[src/design/cbx_pkg.sv]
// Package for the branch and increment/decrement execution slice
package cbx_pkg;
  localparam logic [7:0] CBX_ACC_RST = 8'h00;
  localparam logic [9:0] CBX_PC_RST = 10'h000;
  localparam logic CBX_GIE_RST = 1'b0;
  localparam logic CBX_Z_RST = 1'b0;
  localparam int CBX_PC_HI_BIT = 9;
  localparam int CBX_PAGE_BIT = 1;
  localparam logic [7:0] CBX_ONE = 8'h01;
  localparam logic [9:0] CBX_PC_ONE = 10'h001;

  typedef enum logic [2:0] {
    CBX_OP_NONE,
    CBX_OP_DEC_SKIP,
    CBX_OP_INC,
    CBX_OP_IRQ_OFF,
    CBX_OP_IRQ_ON,
    CBX_OP_JUMP_IMM,
    CBX_OP_JUMP_COMP
  } cbx_op_e;

  typedef struct packed {
    cbx_op_e op;
    logic dest_reg;
    logic [8:0] addr;
  } cbx_instr_s;

  typedef struct packed {
    logic we;
    logic [7:0] data;
  } cbx_rf_wr_s;

  typedef enum logic [1:0] {
    CBX_ST_EXEC,
    CBX_ST_FLUSH
  } cbx_state_e;
endpackage

[src/design/cbx_exec.sv]
// Execution slice: decrement-skip, increment, irq on/off, immediate and computed jumps
//////////////////////////////////////////////////////////////////////////////
//////////////////////////////////////////////////////////////////////////////
`timescale 1ns/10ps
`default_nettype none
module cbx_exec (
  // Clock and reset
  input wire logic clk,
  input wire logic rst,
  // Decoded instruction, valid once per cycle when instr_valid
  input wire logic instr_valid,
  input var cbx_pkg::cbx_instr_s instr,
  // Register file read data for the addressed register
  input wire logic [7:0] reg_rdata,
  // Page and table pointers
  input wire logic [1:0] pc_page_buffer,
  input wire logic [1:0] table_high_pointer,
  // Register file write-back
  output var cbx_pkg::cbx_rf_wr_s reg_wr,
  // Architectural state
  output logic [7:0] accumulator,
  output logic zero_flag,
  output logic global_irq_enable,
  output logic [9:0] pc,
  // Pipeline control
  output logic flush_next,
  output logic busy
);
  import cbx_pkg::*;

  cbx_state_e state_q;
  logic [7:0] acc_q;
  logic z_q;
  logic gie_q;
  logic [9:0] pc_q;
  cbx_rf_wr_s wr_q;
  logic [7:0] result;
  logic take;
  logic is_dec;
  logic is_inc;
  logic is_jump;
  logic skip;

  assign take = instr_valid && (state_q == CBX_ST_EXEC);
  assign is_dec = take && (instr.op == CBX_OP_DEC_SKIP);
  assign is_inc = take && (instr.op == CBX_OP_INC);
  assign is_jump = take && ((instr.op == CBX_OP_JUMP_IMM) || (instr.op == CBX_OP_JUMP_COMP));
  // 8-bit result wraps naturally
  assign result = is_dec ? (reg_rdata - CBX_ONE) : (reg_rdata + CBX_ONE);
  assign skip = is_dec && (result == 8'h00);

  //////////////////////////////////////////////////////////////////////////////
  // Second cycle of skip and jumps: the already fetched word is dropped
  always_ff @(posedge clk or posedge rst) begin
    if (rst) begin
      state_q <= CBX_ST_EXEC;
    end else if (skip || is_jump) begin
      state_q <= CBX_ST_FLUSH;
    end else begin
      state_q <= CBX_ST_EXEC;
    end
  end

  assign flush_next = skip || is_jump;
  assign busy = (state_q == CBX_ST_FLUSH);

  //////////////////////////////////////////////////////////////////////////////
  // Result destination
  always_ff @(posedge clk or posedge rst) begin
    if (rst) begin
      acc_q <= CBX_ACC_RST;
      wr_q <= '0;
    end else begin
      wr_q.we <= (is_dec || is_inc) && instr.dest_reg;
      wr_q.data <= result;
      if ((is_dec || is_inc) && !instr.dest_reg) begin
        acc_q <= result;
      end
    end
  end

  // Zero flag: only increment touches it; decrement-skip and jumps keep it
  always_ff @(posedge clk or posedge rst) begin
    if (rst) begin
      z_q <= CBX_Z_RST;
    end else if (is_inc) begin
      z_q <= (result == 8'h00);
    end
  end

  always_ff @(posedge clk or posedge rst) begin
    if (rst) begin
      gie_q <= CBX_GIE_RST;
    end else if (take && instr.op == CBX_OP_IRQ_OFF) begin
      gie_q <= 1'b0;
    end else if (take && instr.op == CBX_OP_IRQ_ON) begin
      gie_q <= 1'b1;
    end
  end

  //////////////////////////////////////////////////////////////////////////////
  // Program counter; a nop slot advances it like any word other than a jump
  always_ff @(posedge clk or posedge rst) begin
    if (rst) begin
      pc_q <= CBX_PC_RST;
    end else if (take && instr.op == CBX_OP_JUMP_IMM) begin
      pc_q <= {pc_page_buffer[CBX_PAGE_BIT], instr.addr};
    end else if (take && instr.op == CBX_OP_JUMP_COMP) begin
      pc_q <= {table_high_pointer, acc_q};
    end else if (take || busy) begin
      pc_q <= pc_q + CBX_PC_ONE;
    end
  end

  assign accumulator = acc_q;
  assign zero_flag = z_q;
  assign global_irq_enable = gie_q;
  assign pc = pc_q;
  assign reg_wr = wr_q;

  //////////////////////////////////////////////////////////////////////////////
  a_skip_flush: assert property (@(posedge clk) disable iff (rst)
    skip |=> busy ##1 !busy) else $error("skip did not take two cycles");
  a_noskip_one: assert property (@(posedge clk) disable iff (rst)
    (is_dec && result != 8'h00) |=> !busy) else $error("decrement stalled");
  a_dec_zero: assert property (@(posedge clk) disable iff (rst)
    is_dec |-> (flush_next == (reg_rdata == 8'h01))) else $error("bad skip");
  a_dec_dest: assert property (@(posedge clk) disable iff (rst)
    (is_dec && !instr.dest_reg) |=> accumulator == $past(reg_rdata) - 8'h01)
    else $error("decrement result wrong");
  a_inc_wrap: assert property (@(posedge clk) disable iff (rst)
    (is_inc && reg_rdata == 8'hff) |=> zero_flag && reg_wr.data == 8'h00)
    else $error("increment wrap wrong");
  a_inc_reg: assert property (@(posedge clk) disable iff (rst)
    (is_inc && instr.dest_reg) |=> reg_wr.we && !busy) else $error("increment write");
  a_irq_off: assert property (@(posedge clk) disable iff (rst)
    (take && instr.op == CBX_OP_IRQ_OFF) |=> !global_irq_enable) else $error("irq off");
  a_irq_on: assert property (@(posedge clk) disable iff (rst)
    (take && instr.op == CBX_OP_IRQ_ON) |=> global_irq_enable) else $error("irq on");
  a_jump_imm: assert property (@(posedge clk) disable iff (rst)
    (take && instr.op == CBX_OP_JUMP_IMM) |=>
    pc == {$past(pc_page_buffer[1]), $past(instr.addr)} && busy)
    else $error("immediate jump target");
  a_jump_comp: assert property (@(posedge clk) disable iff (rst)
    (take && instr.op == CBX_OP_JUMP_COMP) |=>
    pc == {$past(table_high_pointer), $past(acc_q)} && $stable(zero_flag))
    else $error("computed jump target");

  //////////////////////////////////////////////////////////////////////////////
  // Field-level checks; each pins one rule so a failure names the broken path
  a_dec_reg: assert property (@(posedge clk) disable iff (rst)
    (is_dec && instr.dest_reg) |=> reg_wr.we && reg_wr.data == $past(reg_rdata) - 8'h01)
    else $error("decrement write-back wrong");
  a_dec_acc_keep: assert property (@(posedge clk) disable iff (rst)
    (is_dec && instr.dest_reg) |=> $stable(accumulator))
    else $error("decrement to register touched accumulator");
  a_dec_keep_z: assert property (@(posedge clk) disable iff (rst)
    is_dec |=> $stable(zero_flag))
    else $error("decrement-skip changed zero flag");
  a_dec_wrap: assert property (@(posedge clk) disable iff (rst)
    (is_dec && reg_rdata == 8'h00) |=> reg_wr.data == 8'hff)
    else $error("decrement wrap wrong");
  a_dec_noskip: assert property (@(posedge clk) disable iff (rst)
    (is_dec && reg_rdata != 8'h01) |-> !flush_next)
    else $error("decrement flushed without zero");
  a_dead_slot: assert property (@(posedge clk) disable iff (rst)
    busy |-> !flush_next)
    else $error("discarded word acted on");
  a_inc_acc: assert property (@(posedge clk) disable iff (rst)
    (is_inc && !instr.dest_reg) |=> accumulator == $past(reg_rdata) + 8'h01)
    else $error("increment to accumulator wrong");
  a_inc_zero: assert property (@(posedge clk) disable iff (rst)
    is_inc |=> zero_flag == ($past(reg_rdata) == 8'hff))
    else $error("increment zero flag wrong");
  a_inc_one: assert property (@(posedge clk) disable iff (rst)
    is_inc |-> !flush_next)
    else $error("increment flushed");
  a_irq_off_one: assert property (@(posedge clk) disable iff (rst)
    (take && instr.op == CBX_OP_IRQ_OFF) |=> !busy)
    else $error("irq off took two cycles");
  a_irq_on_one: assert property (@(posedge clk) disable iff (rst)
    (take && instr.op == CBX_OP_IRQ_ON) |=> !busy)
    else $error("irq on took two cycles");
  a_jump_imm_low: assert property (@(posedge clk) disable iff (rst)
    (take && instr.op == CBX_OP_JUMP_IMM) |=> pc[8:0] == $past(instr.addr))
    else $error("immediate jump low bits");
  a_jump_imm_high: assert property (@(posedge clk) disable iff (rst)
    (take && instr.op == CBX_OP_JUMP_IMM) |=> pc[CBX_PC_HI_BIT] == $past(pc_page_buffer[1]))
    else $error("immediate jump page bit");
  a_jump_imm_flags: assert property (@(posedge clk) disable iff (rst)
    (take && instr.op == CBX_OP_JUMP_IMM) |=> $stable(zero_flag) && $stable(accumulator))
    else $error("immediate jump changed state");
  a_jump_imm_two: assert property (@(posedge clk) disable iff (rst)
    (take && instr.op == CBX_OP_JUMP_IMM) |=> busy ##1 !busy)
    else $error("immediate jump not two cycles");
  a_jump_imm_flush: assert property (@(posedge clk) disable iff (rst)
    (take && instr.op == CBX_OP_JUMP_IMM) |-> flush_next)
    else $error("immediate jump kept fetched word");
  a_jump_no_write: assert property (@(posedge clk) disable iff (rst)
    is_jump |=> !reg_wr.we)
    else $error("jump wrote register");
  a_jump_comp_high: assert property (@(posedge clk) disable iff (rst)
    (take && instr.op == CBX_OP_JUMP_COMP) |=> pc[9:8] == $past(table_high_pointer))
    else $error("computed jump high bits");
  a_jump_comp_low: assert property (@(posedge clk) disable iff (rst)
    (take && instr.op == CBX_OP_JUMP_COMP) |=> pc[7:0] == $past(accumulator))
    else $error("computed jump low byte");
  a_jump_comp_two: assert property (@(posedge clk) disable iff (rst)
    (take && instr.op == CBX_OP_JUMP_COMP) |=> busy ##1 !busy)
    else $error("computed jump not two cycles");
endmodule
`default_nettype wire

[config.mk]
export PLATFORM = sky130hd
export DESIGN_NAME = cbx_exec
export DESIGN_NICKNAME = d
export VERILOG_FILES = /design/src/design/cbx_pkg.sv /design/src/design/cbx_exec.sv
export SDC_FILE = /design/constraint.sdc
export NUM_CORES = 1
export LEC_CHECK = 0
export ABC_AREA = 1
export BUFFER_PORTS_ARGS = -buffer_cell sky130_fd_sc_hd__buf_2
export CORE_ASPECT_RATIO = 0.8
export CORE_MARGIN = 2
export CORE_UTILIZATION = 55
export CTS_CLUSTER_SIZE = 30
export DETAILED_ROUTE_END_ITERATION = 10
export MAX_ROUTING_LAYER = met4
export PLACE_DENSITY = 0.85
export SLEW_MARGIN = 15
export SYNTH_ARGS = -nofsm -noshare
export SYNTH_HDL_FRONTEND = slang
export SYNTH_SLANG_ARGS = --single-unit
[constraint.sdc]
create_clock -name clk -period 6.15 [get_ports clk]
set_clock_uncertainty 0.05 [all_clocks]
set_input_delay 0.615 -clock clk [delete_from_list [all_inputs] [get_ports clk]]
set_output_delay 0.615 -clock clk [all_outputs]
set_load 0.01 [all_outputs]
# After elaboration in Yosys (flattened, before gate mapping)
# Index checks and enable logic that the tools add are counted.
# word_totals
regBits	31
latchBits	0
ramBits	0
rom_bits	0
output_inout_bits	31
word_cells	44
n_memories	0
# op_classes
n_addsub	3
multipliers	0
n_div	0
order_cmp	0
eq_ne	7
shift	0
n_mux	7
bitwise_logic	0
n_reduce_logical	20
# op_table
cell	n
10-bit 2-to-1 mux	3
1-bit logical AND	11
10-bit by 1-bit adder with 10-bit output (second input constant)	1
3-bit equality test (second input constant)	3
8-bit by 1-bit adder with 8-bit output (second input constant)	1
8-bit zero test	1
8-bit 2-to-1 mux	1
8-bit by 1-bit subtractor with 8-bit output (second input constant)	1
3-bit by 2-bit equality test with 1-bit output (second input constant)	2
1-bit logical OR	4
3-bit by 1-bit equality test with 1-bit output (second input constant)	1
1-bit 2-to-1 mux	3
3-bit nonzero test	1
2-bit by 1-bit equality test with 1-bit output (second input constant)	1
2-bit zero test	1
2-bit nonzero test	1
1-bit zero test	1

# Depth between registers and ports, before layout
# depth
ltp_word	8
ltp_mapped	16

# Worst setup path before layout
# No wires, ideal clock.
# synth_path
kind	input to output
from	input port instr[10] in the netlist's numbering
to	output port flush_next
arrival_time_ns	2.145
t_required_ns	5.485
slack_ns	3.340
stages	12
path_buffers	0
path_cell_list	inv_2 nor2_2 nand2_4 inv_2 ha_1 a21oi_1 nand2_1 nand2_1 nand3b_1 nand2_1 nand4_1 nand2_1
# synth_between
elab_chain_cells	6
elab_cells_between_ends	10
classes_between	3 x eq/ne; 1 x mux; 6 x reduce/logical
# synth_lines
item	line	text
start: declaration	cbx_exec.sv:12	input var cbx_pkg::cbx_instr_s instr,
3-bit by 1-bit equality test with 1-bit output	cbx_exec.sv:45	assign is_dec = take && (instr.op == CBX_OP_DEC_SKIP);
1-bit logical AND	cbx_exec.sv:45	
8-bit 2-to-1 mux	cbx_exec.sv:49	assign result = is_dec ? (reg_rdata - CBX_ONE) : (reg_rdata + CBX_ONE);
8-bit zero test	cbx_exec.sv:50	assign skip = is_dec && (result == 8'h00);
1-bit logical AND	cbx_exec.sv:50	
1-bit logical OR *	cbx_exec.sv:64	assign flush_next = skip || is_jump;
end: declaration	cbx_exec.sv:26	output logic flush_next,
# Every way passes the cells marked *; elsewhere a longest branch is shown, timed or not.

# Worst setup path after layout
# layout_path
from	input port instr[11] in the netlist's numbering
to	output port flush_next
# Same word-level chain as after synthesis.

==> reports/qor_table.md <==
| Item | Value | Unit |
|---|---|---|
| Routability-driven placement congestion ratio | 0.897 | - |
| Area of the core | 0.00342 | mm2 |
| Maximum number of pins on one net before global-route repair | 31 | - |
| CTS tree | yes | - |
| Arr. time, crit path | 2.69 | ns |
| Highest Clock Rate | 298 | MHz |
| Vias in the first global route | 1,739 | - |
| Remaining antenna violation count after routing | 0 | - |
| Run status | finished, final reports clean | - |
| R2R cell count | 14 | - |
| I/O Buffers | 57 | - |
| Sequential element share of the synthesized area | 38.5 | % |
| Endpoint of the worst register-to-register path | state_q[0] | - |
| Flip-flop cell with the highest count after synthesis | dfrtp_1 | - |
| # rows | 19 | - |
| Ratio of cells with drive above 1 in the final layout | 30.8 | % |
| Worst R2R Start | state_q[0] | - |
| Kind of end point of the critical path | output pin | - |
| Area growth from synthesis to layout | 21.0 | % |
| Worst Tran Pin Value | 0.985 | ns |
| Worst reg2reg setup slack | 3.78 | ns |
| Asr flop ratio synth | 100 | % |
| Post-placement setup slack | 2.80 | ns |
| Clk Latency, worst-skew pair | 0.29 | ns |
| Cell count along the critical path | 13 | - |
| Setup crit start kind | primary input | - |
| Post-detailed-route via-to-cell ratio | 5.25 | - |
| Critical Path, Cell by Cell | buf_2 > nor2_2 > nand2_4 > inv_2 > ha_1 > a21oi_1 > nand2_1 > nand2_1 > nand3b_1 > nand2_1 > nand4_1 > nand2_1 > buf_2 | - |
| Diode insertion count for antenna repair | 0 | - |
| Global route total overflow | 0 | - |
| Vias after detailed routing | 1,860 | - |
| Hold Path Class | in2async | - |
| Final Worst Setup Slack | 2.79 | ns |
| Longest Clk Path Bufs | 2 | - |
| Area share of the largest cell type after synthesis | 38.5 | % |
| Data required, critical path | 5.48 | ns |
| Number of warnings issued by yosys | 0 | - |
| Die Ht | 57.3 | um |
| Post-cts gate resize count | 0 | - |
| Router iterations before antenna repair | 4 | - |
| Num CTS Buffers | 5 | - |
| Number of primary I/O pins | 59 | - |
| Worst Hold Slack | 0.350 | ns |
| Drt wl/cell | 12.7 | um |
| Post-CTS setup buffer count | 0 | - |
| Post-layout min period | 3.36 | ns |
| WP buf/inv | 3 | - |
| Post-synthesis instance total | 251 | - |
| DR DRC count | 0 | - |
| Detailed-route wire length | 4.51 | mm |
| CP top delay family | simple AND/OR/NAND/NOR gates | - |
| Ranking of synthesized cells by area | dfrtp_1, nand2_1, inv_1 | - |
| Max IR drop VDD | 0.211 | mV |
| Delay of the slowest cell on the worst path | 0.34 | ns |
| Number of synthesized flops with an enable pin | 0 | - |
| Die outline area | 0.00404 | mm2 |
| Power density over the cells | 313 | mW/mm2 |
| Critical Setup Path Class | in2out | - |
| Final net count | 348 | - |
| Depth of the CTS H-tree | 2 | - |
| Leakage | 1.32 | nW |
| Post-synthesis cell type with the largest combined area | dfrtp_1 | - |
| Clock edge transition at the registers on the reported setup and hold paths | 0.07 | ns |
| Effective utilization at floorplan | 57.0 | % |
| Starting DRC count in detailed routing | 87 | - |
| Synthesized area per cell | 7.78 | um2 |
| Total of hold buffers inserted after clock tree synthesis | 0 | - |
| Setup repair after global routing missed its margin | no | - |
| Max-slew violation total from the final report | 0 | - |
| Library cell used as clock root buffer | clkbuf_8 | - |
| Period utilization | 54.6 | % |
| Slew margin rel. | 34.1 | % |
| Largest fanout on the critical path | 8 | - |
| Count of filler cells inserted in the layout | 286 | - |
| First element of the critical path | instr[11] | - |
| Flip-flop and latch count after synthesis | 30 | - |
| Unique masters post-synth | 32 | - |
| Total standard cell area after synthesis | 0.00195 | mm2 |
| Number of max-cap violations | 0 | - |
| Worst path slowest cell | ha_1 | - |
| Most common cell in the synthesized netlist | nand2_1 | - |
| Synthesized Nets | 288 | - |
| Initial antenna violation count | 0 | - |
| Die outline width | 70.6 | um |
| Total count of hold-check failures in the final report | 0 | - |
| Final Util | 69.0 | % |
| Total of endpoints with negative setup slack in the final report | 0 | - |
| Most frequent cell on the critical path | nand2_1 | - |
| CTS Sinks | 30 | - |
| Leading cell types by count after synthesis | nand2_1, inv_1, dfrtp_1, nor2_1, a21oi_1 | - |
| Final sum of negative setup slack | 0 | ns |
| HPWL after detailed placement | 3.36 | mm |
| Global Route Usage Sum | 24.7 | % |
| Worst Setup EP | flush_next | - |
| First-pass GRT wire length | 7.58 | mm |
-- final cells by class --
cell class	instances	area (um2)	share of cell area, %
tap	42	52.6	2.23
timing repair buffer	57	285	12.1
sequential	30	751	31.8
multi-input combinational	177	1010	42.8
clock buffer	5	68.8	2.91
inverter	40	153	6.47
clock inverter	3	40.0	1.70
-- routing by layer --
metal,vias up,global-route usage (%),part of all wire (%)
met2,76,38.3,46
met3,9,6.01,7.0
met1,846,31.3,46
met4,0,10.8,1.4
li1,929,-,-
met5,-,-,0
-- power breakdown --
part           internal [W]  switching [W]
clock              0.000119      0.0000770
sequential         0.000244      0.0000482
combinational      0.000107       0.000143
total              0.000470       0.000269
-- kinds of logic (layout without fill, tap and decap cells) --
family,after synthesis,in the layout,share of synthesized area (%)
DFF,30,30,38.5
xor gates and xnor gates,7,7,3.14
and+or+nand+nor,115,115,28.5
AOI/OAI and AO/OA,46,46,14.0
buffers and inverters,44,105,9.74
adders and majority gates,9,9,6.15
-- cell usage in the layout, fill, tap and decap left out, drive strengths merged --
cell type / count
a211oi: 2
a21oi: 17
a22oi: 4
a31oi: 2
buf: 57
bufinv: 1
clkbuf: 5
clkinv: 2
dfrtp: 30
fa: 1
ha: 8
inv: 40
nand2: 57
nand3: 14
nand3b: 1
nand4: 4
nor2: 37
nor3: 1
o211ai: 1
o21ai: 20
or2: 1
xnor2: 2
xor2: 5
-- flip-flops by register name (all words and copies together), names as in the netlist --
signal             count
accumulator            8
global_irq_enable      1
pc                    10
reg_wr                 9
state_q                1
zero_flag              1
-- how the worst min path moves through the flow --
stage | start | end | depth (start not counted)
after floorplan | accumulator[7] | accumulator[7] | 2
after global placement | zero_flag | zero_flag | 2
after detailed placement | zero_flag | zero_flag | 2
after CTS | zero_flag | zero_flag | 2
after global routing | rst | reg_wr[4] | 2
final | rst | accumulator[4] | 2
-- through the flow --
| step | cell area (um2) | cells | total power, W |
|---|---|---|---|
| 6_report | 2360 | 354 | 0.000739 |
| 5_1_grt | 2360 | 354 | 0.000786 |
| 4_1_cts | 2360 | 354 | 0.000739 |
| 3_5_place_dp | 2250 | 346 | 0.000542 |
| 3_3_place_gp | 2250 | 346 | 0.000533 |
| 2_1_floorplan | 1950 | 251 | 0.000453 |
(Power assumes the default switching activity.)
